`config.mk`:
```
export PLATFORM = sky130hd
export DESIGN_NAME = adc_serial_conversion_readout
export DESIGN_NICKNAME = d
export VERILOG_FILES = /design/src/core/adc_readout_pkg.sv /design/src/core/adc_serial_conversion_readout.sv /design/src/core/sample_fifo.sv
export SDC_FILE = /design/constraint.sdc
export NUM_CORES = 1
export LEC_CHECK = 0
export ABC_AREA = 1
export BUFFER_PORTS_ARGS = -buffer_cell sky130_fd_sc_hd__buf_2
export CAP_MARGIN = 20
export CORE_MARGIN = 4
export CORE_UTILIZATION = 50
export CTS_CLUSTER_DIAMETER = 80
export DETAILED_ROUTE_END_ITERATION = 10
export GPL_TIMING_DRIVEN = 0
export HOLD_SLACK_MARGIN = 0.15
export PLACE_DENSITY = 0.75
export RECOVER_POWER = 50
export SLEW_MARGIN = 0
export SYNTH_ARGS = -nofsm -noshare
export SYNTH_HDL_FRONTEND = slang
export SYNTH_SLANG_ARGS = --single-unit
```
`constraint.sdc`:
```
create_clock -name core_clk -period 2.3 [get_ports core_clk]
set_input_delay 0 -clock core_clk [delete_from_list [all_inputs] [get_ports core_clk]]
set_output_delay 0 -clock core_clk [all_outputs]
set_load 0.1 [all_outputs]
```
`src/core/adc_readout_pkg.sv`:
```
// Package for the serial conversion readout block.
// Assumes one core clock; link pins are sampled, never used as clocks.
package adc_readout_pkg;
  localparam int unsigned RES_BITS    = 12;
  localparam int unsigned FRAME_EDGES = 16;
  localparam int unsigned LEAD_ZEROS  = 4;
  localparam int unsigned ACQ_CYCLES  = 3;
  localparam int unsigned CNT_W       = 4;
  localparam logic [11:0] CODE_POS_FS = 12'h7ff;
  localparam logic [11:0] CODE_NEG_FS = 12'h800;
  localparam logic [3:0]  CNT_LAST    = 4'hf;
  localparam logic [3:0]  CNT_FIRST_DATA = 4'h4;

  typedef enum logic [1:0] {ST_IDLE, ST_ACQ, ST_CONV} conv_state_t;

  // Sampled analog difference handed to the converter core
  typedef struct packed {
    logic [11:0] code;
  } sample_t;

  // Serial pin group: value and enable of the tristated output
  typedef struct packed {
    logic dout;
    logic dout_oe;
  } serial_pins_t;
endpackage

```
`src/core/adc_serial_conversion_readout.sv`:
```
// Conversion sequencer and serial result readout of a 12-bit converter.
// Assumes frame select and serial clock come from a host, asynchronous to
// core_clk, with the serial clock much slower than core_clk.
// Operation
// RL1 - A conversion spans exactly sixteen serial clock cycles.
// RL2 - Host may end a frame early; the conversion is then dropped.
// RL3 - Result leaves on serial_out, most significant bit first.
// RL4 - Each bit belongs to the current conversion and leaves once resolved.
// RL5 - Open frame after a conversion starts the next one at once.
// RL6 - Host captures each bit on the serial clock rising edge.
// RL7 - First three clock cycles of a conversion are acquisition.
// RL8 - Input difference is sampled at conversion start and held.
// RL9 - Results are signed 12-bit codes, 7ffh high, 800h low.
// RL10 - serial_out is driven only while frame select is low.
// RL11 - Falling edges one to four give zeros, five to sixteen the result.
// RL12 - Early frame end aborts, floats output, restarts on next frame.
// RL13 - Sixteen-state falling edge count, restarted by frame select fall.
`timescale 1ns/10ps
module adc_serial_conversion_readout #(
  parameter int unsigned FIFO_DEPTH = 8
) (
  input  wire logic        core_clk,         // 20 MHz core clock
  input  wire logic        sys_rst,          // Sync reset, high
  input  wire logic        frame_select_n,   // Frame select pin, low active
  input  wire logic        serial_clock,     // Serial clock pin
  input  wire logic [11:0] diff_code,        // Digitised pos minus neg input
  input  wire logic        diff_valid,       // Sample stream valid
  output logic             diff_ready,       // Sample stream ready
  output logic             serial_out,       // Serial data out value
  output logic             serial_out_oe,    // High while driving
  output logic             tracking,         // Input tracked (acquisition)
  output logic             conv_done,        // Pulse on full conversion
  output logic             conv_abort        // Pulse on aborted conversion
);
  // Two-flop synchronisers; first stage read only by second
  logic [1:0] cs_sync_q;
  logic [1:0] sck_sync_q;
  logic       cs_n_q;
  logic       sck_q;

  always_ff @(posedge core_clk)
  begin
    if (sys_rst)
    begin
      cs_sync_q  <= 2'h3;
      sck_sync_q <= 2'h0;
      cs_n_q     <= 1'h1;
      sck_q      <= 1'h0;
    end
    else
    begin
      cs_sync_q  <= {cs_sync_q[0], frame_select_n};
      sck_sync_q <= {sck_sync_q[0], serial_clock};
      cs_n_q     <= cs_sync_q[1];
      sck_q      <= sck_sync_q[1];
    end
  end

  wire cs_n      = cs_sync_q[1];
  wire sck       = sck_sync_q[1];
  wire cs_fall   = cs_n_q && !cs_n;
  wire cs_rise   = !cs_n_q && cs_n;
  wire sck_fall  = sck_q && !sck && !cs_n;

  // Sample FIFO in the data path; drained one word per conversion
  logic [11:0] fifo_data;
  logic        fifo_valid;
  logic        fifo_pop;

  sample_fifo #(
    .WIDTH (adc_readout_pkg::RES_BITS),
    .DEPTH (FIFO_DEPTH)
  ) u_fifo (
    .clk       (core_clk),
    .rst       (sys_rst),
    .in_data   (diff_code),
    .in_valid  (diff_valid),
    .in_ready  (diff_ready),
    .out_data  (fifo_data),
    .out_valid (fifo_valid),
    .out_ready (fifo_pop)
  );

  adc_readout_pkg::conv_state_t state_q;
  adc_readout_pkg::conv_state_t state_d;
  logic [3:0]                   edge_cnt_q;
  adc_readout_pkg::sample_t     held_q;
  logic [11:0]                  shift_q;
  logic                         last_sample_q;
  adc_readout_pkg::serial_pins_t pins_q;

  // A frame select fall counts as the first falling edge when the
  // serial clock is already low; otherwise the next sck fall is first.
  wire start_low  = cs_fall && !sck;
  wire conv_edge  = sck_fall || start_low;
  wire wrap       = conv_edge &&
                    edge_cnt_q == adc_readout_pkg::CNT_LAST;         // [RL1]
  wire data_phase = edge_cnt_q >=
                    adc_readout_pkg::CNT_FIRST_DATA - 4'h1;          // [RL11]
  wire sample_pt  = conv_edge &&
                    edge_cnt_q == 4'(adc_readout_pkg::ACQ_CYCLES);   // [RL8]

  // Hold the oldest queued sample; repeat the last one if the stream runs dry
  assign fifo_pop = sample_pt && fifo_valid;

  always_comb
  begin
    state_d = state_q;
    case (state_q)
      adc_readout_pkg::ST_IDLE:
        if (cs_fall)
          state_d = adc_readout_pkg::ST_ACQ;
      adc_readout_pkg::ST_ACQ:
        if (cs_n)
          state_d = adc_readout_pkg::ST_IDLE;                        // [RL12]
        else if (sample_pt)
          state_d = adc_readout_pkg::ST_CONV;                        // [RL7]
      adc_readout_pkg::ST_CONV:
        if (cs_n)
          state_d = adc_readout_pkg::ST_IDLE;                        // [RL2]
        else if (wrap)
          state_d = adc_readout_pkg::ST_ACQ;                         // [RL5]
      default:
        state_d = adc_readout_pkg::ST_IDLE;
    endcase
  end

  always_ff @(posedge core_clk)
  begin
    if (sys_rst)
      state_q <= adc_readout_pkg::ST_IDLE;
    else
      state_q <= state_d;
  end

  // Edge counter: restart on frame start, wrap for the next conversion
  always_ff @(posedge core_clk)
  begin
    if (sys_rst || cs_rise)
      edge_cnt_q <= '0;
    else if (cs_fall)
      edge_cnt_q <= start_low ? 4'h1 : 4'h0;                         // [RL13]
    else if (sck_fall)
      edge_cnt_q <= edge_cnt_q + 4'h1;                               // [RL13]
  end

  // Sample and hold; the held code is the signed result of this conversion
  always_ff @(posedge core_clk)
  begin
    if (sys_rst)
    begin
      held_q        <= '0;
      last_sample_q <= 1'h0;
    end
    else if (sample_pt)
    begin
      held_q.code   <= fifo_valid ? fifo_data : held_q.code;   // [RL8] [RL9]
      last_sample_q <= fifo_valid;
    end
  end

  // Output shift: zeros on edges one to four, result msb first after
  always_ff @(posedge core_clk)
  begin
    if (sys_rst)
    begin
      pins_q  <= '0;
      shift_q <= '0;
    end
    else if (cs_n)
      pins_q  <= '0;                                                 // [RL10]
    else
    begin
      pins_q.dout_oe <= 1'h1;                                        // [RL10]
      if (sample_pt)
      begin
        // Fourth edge still emits a leading zero; latch the held word
        pins_q.dout <= 1'h0;                                         // [RL11]
        shift_q     <= fifo_valid ? fifo_data : held_q.code;
      end
      else if (conv_edge && data_phase &&
               state_q == adc_readout_pkg::ST_CONV)
      begin
        pins_q.dout <= shift_q[11];                                  // [RL3]
        shift_q     <= {shift_q[10:0], 1'h0};                        // [RL4]
      end
      else if (conv_edge)
        pins_q.dout <= 1'h0;                                         // [RL11]
    end
  end

  // Status pulses and acquisition flag
  always_ff @(posedge core_clk)
  begin
    if (sys_rst)
    begin
      tracking   <= 1'h0;
      conv_done  <= 1'h0;
      conv_abort <= 1'h0;
    end
    else
    begin
      tracking   <= state_d == adc_readout_pkg::ST_ACQ;              // [RL7]
      conv_done  <= wrap && state_q == adc_readout_pkg::ST_CONV;     // [RL1]
      // A frame closed right after a wrap has no edge of the new
      // conversion yet, so it is not counted as an abort
      conv_abort <= cs_rise && edge_cnt_q != 4'h0 &&
                    state_q != adc_readout_pkg::ST_IDLE;             // [RL12]
    end
  end

  // Host samples on rising sck; data settles well before it
  assign serial_out    = pins_q.dout;                                // [RL6]
  assign serial_out_oe = pins_q.dout_oe;
endmodule

```
`src/core/sample_fifo.sv`:
```
// Parameterised FIFO holding digitised differential samples.
// Assumes the sampler pushes only when in_ready is high.
`timescale 1ns/10ps
module sample_fifo #(
  parameter int unsigned WIDTH = 12,
  parameter int unsigned DEPTH = 8
) (
  input  wire logic             clk,       // Core clock
  input  wire logic             rst,       // Sync reset, high
  input  wire logic [WIDTH-1:0] in_data,   // Push data
  input  wire logic             in_valid,  // Push request
  output logic                  in_ready,  // Not full
  output logic      [WIDTH-1:0] out_data,  // Head word
  output logic                  out_valid, // Not empty
  input  wire logic             out_ready  // Pop request
);
  localparam int unsigned AW = $clog2(DEPTH);
  logic [WIDTH-1:0] mem [DEPTH];
  logic [AW-1:0]    wr_q;
  logic [AW-1:0]    rd_q;
  logic [AW:0]      cnt_q;
  wire              push = in_valid && in_ready;
  wire              pop  = out_valid && out_ready;

  // Count is one bit wider than the pointers so that full is reachable
  assign in_ready  = (cnt_q != (AW+1)'(DEPTH));
  assign out_valid = (cnt_q != '0);
  assign out_data  = mem[rd_q];

  always_ff @(posedge clk)
  begin
    if (push)
      mem[wr_q] <= in_data;
  end

  always_ff @(posedge clk)
  begin
    if (rst)
    begin
      wr_q  <= '0;
      rd_q  <= '0;
      cnt_q <= '0;
    end
    else
    begin
      if (push)
        wr_q <= (wr_q == AW'(DEPTH - 1)) ? '0 : wr_q + 1'b1;
      if (pop)
        rd_q <= (rd_q == AW'(DEPTH - 1)) ? '0 : rd_q + 1'b1;
      cnt_q <= cnt_q + (AW+1)'(push) - (AW+1)'(pop);
    end
  end
endmodule

```
==> reports/qor.csv, run 1 <==
stage,metric,value,unit
logic_synthesis,Gate Count Post-Synth,656,
logic_synthesis,Simple-Gate Fraction of Synth Area,0.242,
placement,gpl congestion,0.850,
floorplan,initial core utilization,0.516,
logic_synthesis,Yosys cell types,34,
logic_synthesis,Mapped Area,6280,um^2
worst_setup_path,CP startpoint kind,register,
routing,routed len/inst,15.8,um
logic_synthesis,main combinational cell family by area after synthesis,simple AND/OR/NAND/NOR gates,
clock_tree,CTS H-tree depth,4,
clock_tree,CTS buffer count,17,
logic_synthesis,yosys warns,0,
power_and_ir_drop,clock share of power,0.448,
cells_and_area,Area Overhead vs Synth,19.8,%
logic_synthesis,adder-cell share of the synthesized area,0.0251,
job,max-cap violations,0,
global_route,vias in the first global route,4590,
cells_and_area,fraction of layout cells with a size suffix above 1,0.120,
power_and_ir_drop,Reg power frac,0.466,
routing,DRT Pass-1 Iters,5,
routing,met3 WL,972,um
logic_synthesis,XOR/XNOR share of the synthesized area,0.00139,
clock_tree,CTS Sinks,150,
power_and_ir_drop,leakage,2.96,nW
routing,Metal-1 WL,5740,um
clock_tree,root buffer selected by CTS,clkbuf_16,
floorplan,die area,14400,um^2
sta,minimum clock period,2.16,ns
placement,Place WS,-0.101,ns
sta,final hold viol count,0,
global_route,first-pass GRT wire length,23100,um
sta,Final Skew,0.00956,ns
clock_tree,"Reg clk slew, reported paths",0.06,ns
routing,Iteration-0 DRC Markers,461,
floorplan,DIE HEIGHT,120,um
routing,Final ANT Viol Nets,0,
worst_setup_path,Worst Setup Path Type,register to register,
logic_synthesis,syn_nets,685,
clock_tree,CTS tree,yes,
routing,residual DRC count,0,
power_and_ir_drop,Pint,4.94,mW
power_and_ir_drop,PD cells,874,nW/um^2
sta,f_max,0.463,GHz
global_route,largest net degree at the start of global routing,17,
cells_and_area,Ant. Diodes,0,
floorplan,# IOs,23,
placement,DP HPWL,9250,um
sta,Rel. slew slack,0.215,
logic_synthesis,register area share after synthesis,0.631,
routing,top routing layer used,met4,
power_and_ir_drop,Comb pwr share,0.086,
routing,WL final,14300,um
cells_and_area,layout net count,755,
routing,via/cell ratio,5.18,
power_and_ir_drop,sw frac,0.248,
power_and_ir_drop,switching power,1.63,mW
hold_path,Min-Delay Path Class,input pin to register,
global_route,antenna violations before repair,0,
routing,via count,4702,
status,outcome,"finished, final reports clean",
sta,worst slew pin tran,1.18,ns
sta,final setup TNS,0,ns
logic_synthesis,synthesis-stage register bit count,150,
sta,fin. max-slew vios,0,
sta,period utilization,0.940,
logic_synthesis,Mean Syn Cell Area,9.57,um^2
sta,RSZ-0062 raised after global routing,no,
clock_tree,worst skew pair latency,0.43,ns
floorplan,DIE WIDTH,120,um
power_and_ir_drop,maximum VDD drop,0.693,mV
worst_setup_path,Crit. End Element,register,
global_route,GRT overflow,0,
floorplan,Site Rows,40,
global_route,Total GRT Usage,0.212,
logic_synthesis,multiplexer share of the synthesized area,0,
clock_tree,maximum clock path buffer count,2,
floorplan,Core ar.,12200,um^2
placement,IO buf count,21,
sta,setup violators final,0,
sta,final setup margin,0.139,ns
routing,WL met2,7180,um
worst_setup_path,crit-path max FO,7,
worst_setup_path,crit path DAT,2.30,ns
logic_synthesis,post-synthesis compound-gate area fraction,0.0522,
worst_setup_path,"Data required, critical path",2.44,ns
-- cell type report --
type	count	area, um^2
Fill cell	950	4640
Sequential cell	150	3970
Multi-Input combinational cell	435	2040
Clock buffer	17	425
Timing Repair Buffer	51	362
Tap cell	168	210
Clock inverter	15	206
Inverter	44	165
Buffer	27	144
-- registers in the layout, indices dropped and copies added, names as in the netlist, 2 cells and up, named ones only --
name / flops
u_fifo.mem: 96
held_q: 12
shift_q: 12
edge_cnt_q: 4
u_fifo.cnt_q: 4
u_fifo.rd_q: 3
u_fifo.wr_q: 3
cs_sync_q: 2
sck_sync_q: 2
state_q: 2
-- synthesized netlist by cell type --
| cell | instances | share of area |
|---|---|---|
| a2111oi_0 | 1 | 0.0014 |
| a211oi_1 | 2 | 0.0024 |
| a21oi_1 | 34 | 0.027 |
| a22oi_1 | 1 | 0.0012 |
| and2_1 | 1 | 0.0010 |
| buf_1 | 1 | 0.00060 |
| buf_2 | 9 | 0.0072 |
| buf_4 | 2 | 0.0024 |
| buf_6 | 2 | 0.0036 |
| clkbuf_1 | 13 | 0.0078 |
| dfxtp_1 | 54 | 0.17 |
| edfxtp_1 | 96 | 0.46 |
| fa_1 | 1 | 0.0032 |
| ha_1 | 11 | 0.022 |
| inv_1 | 42 | 0.025 |
| inv_2 | 2 | 0.0012 |
| nand2_1 | 239 | 0.14 |
| nand2_2 | 2 | 0.0020 |
| nand2_4 | 2 | 0.0036 |
| nand3_1 | 38 | 0.030 |
| nand3_2 | 8 | 0.013 |
| nand3b_1 | 1 | 0.0012 |
| nand3b_2 | 1 | 0.0018 |
| nor2_1 | 62 | 0.037 |
| nor2_2 | 1 | 0.0010 |
| nor2_4 | 1 | 0.0018 |
| nor2_8 | 1 | 0.0032 |
| nor3_1 | 2 | 0.0016 |
| o2111a_1 | 1 | 0.0018 |
| o211a_1 | 1 | 0.0016 |
| o21ai_0 | 19 | 0.015 |
| o21ai_1 | 2 | 0.0016 |
| or2_2 | 2 | 0.0020 |
| xor2_1 | 1 | 0.0014 |
-- cell usage in the layout (no fill, tap or decap), types with 3 or more instances in the layout --
cell type      Yosys  routed
buf_4              2       8
buf_2              9      12
dlygate4sd3_1      0      17
nor2_1            62      60
o21ai_0           19      18
ha_1              11      10
nand2_2            2       3
edfxtp_1          96      96
nand3_1           38      37
a21oi_1           34      34
nand2_4            2       3
inv_6              0       6
dfxtp_2            0       4
clkbuf_16          0      17
nand3_2            8       9
clkbuf_1          13      34
nor2_2             1       3
nand2_1          239     237
bufinv_16          0       3
dfxtp_1           54      50
buf_6              2       6
inv_1             42      43
-- power by group through the flow --
| stage | logic [mW] | registers [mW] | clock network [mW] |
|---|---|---|---|
| 6_report | 0.566 | 3.06 | 2.95 |
| 5_1_grt | 0.629 | 3.07 | 3.10 |
| 4_1_cts | 0.562 | 3.06 | 2.97 |
| 3_5_place_dp | 0.530 | 3.12 | 0 |
| 3_3_place_gp | 0.481 | 3.11 | 0 |
| 2_1_floorplan | 0.363 | 3.11 | 0 |
-- critical path: stages (launching register included) --
cell     delay (ns)
dfxtp_1        0.31
inv_1          0.07
ha_1           0.20
nand3_2        0.08
nand2_1        0.14
inv_1          0.12
nand2_1        0.12
nor2_1         0.57
buf_6          0.25
-- routing by layer --
metal | vias to the layer above | global-route usage
li1 | 2291 | -
met1 | 2204 | 0.255
met2 | 172 | 0.349
met3 | 35 | 0.0537
met4 | 0 | 0.115
met5 | - | 0
-- per-stage QoR --
step	power [mW]	utilization	hold slack, ns	cell area, um^2	instances
floorplan	3.47	-	0.0989	6280	656
global placement	3.59	0.543	0.182	6600	845
detailed placement	3.65	0.549	0.186	6680	853
CTS	6.59	0.618	0.299	7510	904
global route	6.80	0.619	0.332	7520	907
finish	6.57	0.619	0.317	7520	907
-- logic make-up (layout without fill, tap and decap cells) --
logic type | count (synthesis) | in the layout
xor+xnor | 1 | 1
buf+inv | 71 | 154
compound gates | 61 | 61
flops | 150 | 150
fa+ha+maj | 12 | 12
simple gates | 361 | 361
-- worst paths after layout --
| path | slack [ns] | startpoint | to | depth (start not counted) |
|---|---|---|---|---|
| setup / recovery | 0.14 | u_fifo.cnt_q[2]$_SDFF_PP0_ | u_fifo.mem[2][8]$_DFFE_PP_ | 8 |
| hold / removal | 0.32 | serial_clock | sck_sync_q[0]$_SDFF_PP0_ | 4 |
| setup reg to reg | 0.14 | u_fifo.cnt_q[2]$_SDFF_PP0_ | u_fifo.mem[2][8]$_DFFE_PP_ | 8 |
| hold reg to reg | 0.41 | sck_sync_q[0]$_SDFF_PP0_ | sck_sync_q[1]$_SDFF_PP0_ | 2 |
-- what timing repair did --
action,4_1_cts,5_1_grt
endpoints found under the setup margin,2,7
buffers inserted,2,3
hold buffers,17,0
hold endpoints to repair,108,0
resized for setup,6,9
pin swaps,3,4
Power figures use the tool's default switching activity.
==> run 2, diff against run 1 <==
--- a/config.mk
+++ b/config.mk
@@ -12,3 +12,3 @@
 export CORE_UTILIZATION = 50
-export CTS_CLUSTER_DIAMETER = 80
+export CTS_CLUSTER_DIAMETER = 40
 export DETAILED_ROUTE_END_ITERATION = 10
@@ -18,2 +18,3 @@
 export RECOVER_POWER = 50
+export SETUP_SLACK_MARGIN = 0.15
 export SLEW_MARGIN = 0
--- a/constraint.sdc
+++ b/constraint.sdc
@@ -3,2 +3,2 @@
 set_output_delay 0 -clock core_clk [all_outputs]
-set_load 0.1 [all_outputs]
+set_load 0.02 [all_outputs]
==> run 2 against run 1 <==
Effect of this change:
- flip-flop and latch count is the same
- sequential share of layout area decreased by 0.17 points
- global-route usage fell by 1.0 points
- critical path type unchanged
- critical endpoint is now u_fifo.cnt_q[1]$_SDFF_PP0_
- highest routed layer unchanged
==> reports/qor.csv, run 2 (synthesis gave the netlist of run 1 again) <==
stage,metric,value,unit,change
worst_setup_path,worst r2r src,edge_cnt_q[0]$_SDFFE_PP0P_,,
power_and_ir_drop,leakage,2.95,nW,-0.34%
routing,DRT Pass-1 Iters,5,,unchanged
global_route,first-pass GRT wire length,22000,um,-4.6%
routing,residual DRC count,0,,unchanged
floorplan,DIE WIDTH,120,um,unchanged
floorplan,# IOs,23,,unchanged
sta,worst slew pin tran,0.719,ns,-0.463 ns
floorplan,initial core utilization,0.516,,unchanged
cells_and_area,fraction of layout cells with a size suffix above 1,0.128,,+0.00743
cells_and_area,most flop-heavy register,u_fifo.mem,,
global_route,GR peak layer,met2,,
clock_tree,CTS tree,yes,,
floorplan,die area,14400,um^2,unchanged
global_route,vias in the first global route,4407,,-4.0%
cells_and_area,"commonest cells after routing, fill and taps aside","237 x nand2_1, 96 x edfxtp_1, 56 x nor2_1",,
global_route,Total GRT Usage,0.202,,-0.0101
global_route,largest net degree at the start of global routing,17,,unchanged
routing,via/cell ratio,5.05,,-2.5%
global_route,GR Layer Usage met1,0.250,,-0.00487
cells_and_area,Largest register FFs,96,,unchanged
cells_and_area,layout net count,759,,+0.53%
clock_tree,"Reg clk slew, reported paths",0.06,ns,about the same
cells_and_area,final non-filler cell total,911,,+0.44%
clock_tree,root buffer selected by CTS,clkbuf_16,,
sta,minimum clock period,2.14,ns,-0.0168 ns
job,max-cap violations,0,,unchanged
worst_setup_path,"Data required, critical path",2.60,ns,+0.16 ns
placement,IO buf count,21,,unchanged
global_route,antenna violations before repair,0,,unchanged
status,outcome,"finished, final reports clean",,
cells_and_area,"commonest non-fill, non-tap cell in the layout",nand2_1,,
worst_setup_path,CP top delay family,adder cells,,
sta,f_max,0.466,GHz,+0.78%
worst_setup_path,Worst Setup SP,edge_cnt_q[0]$_SDFFE_PP0P_,,
clock_tree,maximum clock path buffer count,2,,unchanged
global_route,M2 GR Usage,0.338,,-0.0119
power_and_ir_drop,PD cells,848,nW/um^2,-3.0%
sta,setup violators final,0,,unchanged
power_and_ir_drop,maximum VDD drop,0.760,mV,+9.6%
worst_setup_path,Worst Setup Path Type,register to register,,
routing,Iteration-0 DRC Markers,472,,+2.4%
worst_setup_path,Crit-path slowest cell,fa_2,,
worst_setup_path,CP startpoint kind,register,,
sta,RSZ-0062 raised after global routing,yes,,
cells_and_area,fillers,954,,+0.42%
cells_and_area,Area Overhead vs Synth,20.2,%,
floorplan,Core ar.,12200,um^2,unchanged
hold_path,hold_sp,serial_clock,,
routing,Final ANT Viol Nets,0,,unchanged
worst_setup_path,Crit. End Element,register,,
routing,routed len/inst,15.2,um,-4.0%
clock_tree,worst skew pair latency,0.42,ns,about the same
sta,fin. max-slew vios,0,,unchanged
worst_setup_path,CP max stage delay,0.51,ns,-0.06 ns
placement,DP HPWL,8960,um,-3.1%
placement,cell count after placement,853,,unchanged
sta,final hold viol count,0,,unchanged
worst_setup_path,worst path cell trace,ha_1 > nand2_1 > inv_2 > nand2_8 > nor2_8 > buf_12 > nand2_2 > o21ai_2 > ha_2 > inv_1 > fa_2 > nor2_1,,
worst_setup_path,number of buffers and inverters on the critical path,3,,unchanged
worst_setup_path,crit path DAT,2.44,ns,+0.14 ns
sta,Final Skew,0.00660,ns,-0.00296 ns
sta,final setup TNS,0,ns,unchanged
sta,period utilization,0.932,,-0.00730
routing,via count,4605,,-2.1%
clock_tree,CTS H-tree depth,4,,unchanged
worst_setup_path,crit-path max FO,5,,-2
routing,WL final,13800,um,-3.6%
floorplan,Site Rows,40,,unchanged
global_route,GRT overflow,0,,unchanged
floorplan,DIE HEIGHT,120,um,unchanged
global_route,met3 usage,0.0490,,-0.00471
hold_path,Min-Delay Path Class,input pin to register,,
clock_tree,CTS buffer count,17,,unchanged
placement,gpl congestion,0.838,,-1.4%
clock_tree,CTS Sinks,150,,unchanged
cells_and_area,Ant. Diodes,0,,unchanged
sta,Rel. slew slack,0.521,,+0.305
cells_and_area,top flop regs,"u_fifo.mem x96, held_q x12, shift_q x12",,
==> run 2: cell types whose count changed in the layout (fill, tap and decap cells not counted), moves of 3 or more <==
| cell | before | now |
|---|---|---|
| inv_6 | 6 | 2 |
| clkinv_4 | 2 | 5 |
| nor2_1 | 60 | 56 |
| buf_4 | 8 | 13 |
| dfxtp_2 | 4 | 1 |
| nor2_2 | 3 | 7 |
==> run 2: through the flow <==
| step | hold WS (ns) | area, um^2 | setup WS (ns) | total power, mW | util |
|---|---|---|---|---|---|
| 2_1_floorplan | 0.0989 | 6280 | 0.186 | 3.43 | - |
| 3_3_place_gp | 0.184 | 6590 | -0.0894 | 3.55 | 0.542 |
| 3_5_place_dp | 0.187 | 6670 | -0.101 | 3.60 | 0.549 |
| 4_1_cts | 0.320 | 7510 | 0.158 | 6.40 | 0.617 |
| 5_1_grt | 0.378 | 7550 | 0.0586 | 6.64 | 0.621 |
| 6_report | 0.323 | 7550 | 0.156 | 6.40 | 0.621 |
==> run 2: worst paths after layout <==
| kind | cells after the start | slack, ns | end |
|---|---|---|---|
| hold / removal | 4 | 0.32 | sck_sync_q[0]$_SDFF_PP0_ |
| setup reg to reg | 12 | 0.16 | u_fifo.cnt_q[1]$_SDFF_PP0_ |
| hold reg to reg | 2 | 0.41 | sck_sync_q[1]$_SDFF_PP0_ |
| setup / recovery | 12 | 0.16 | u_fifo.cnt_q[1]$_SDFF_PP0_ |
==> run 2: layout make-up <==
cell class              count  area [um^2]  share of cell area
clock inverters            12          170              0.0225
inverters                  44          165              0.0219
clock buffers              20          437              0.0579
flip-flops and latches    150         3970               0.526
repair buffers             55          395              0.0524
plain buffers              27          144              0.0191
multi-input cells         435         2060               0.273
well taps                 168          210              0.0279
==> run 2: power by group <==
group	total [mW]	internal (mW)	switching [mW]	leakage, nW
sequential	3.06	3.01	0.0464	1.31
combinational	0.531	0.182	0.349	1.35
clock	2.81	1.73	1.08	0.291
total	6.40	4.92	1.48	2.95
==> run 2: timing repair <==
item                                    CTS  global route
buffers inserted                          4             5
endpoints found under the setup margin    2            38
hold buffers                             17             0
gates resized for setup                  12            10
endpoints found under the hold margin   108             0
pin swaps                                 5             4
==> run 2: worst min-delay path, delay by kind of cell <==
kind	cells	cell delay (ns)
buffers and inverters	3	0.64
AND/OR/NAND/NOR	1	0.07
==> run 2: metal layers <==
layer	share of wire	vias to the layer above
met3	0.061	24
met1	0.41	2125
met2	0.51	155
li1	-	2301
met4	0.022	0
met5	0	-
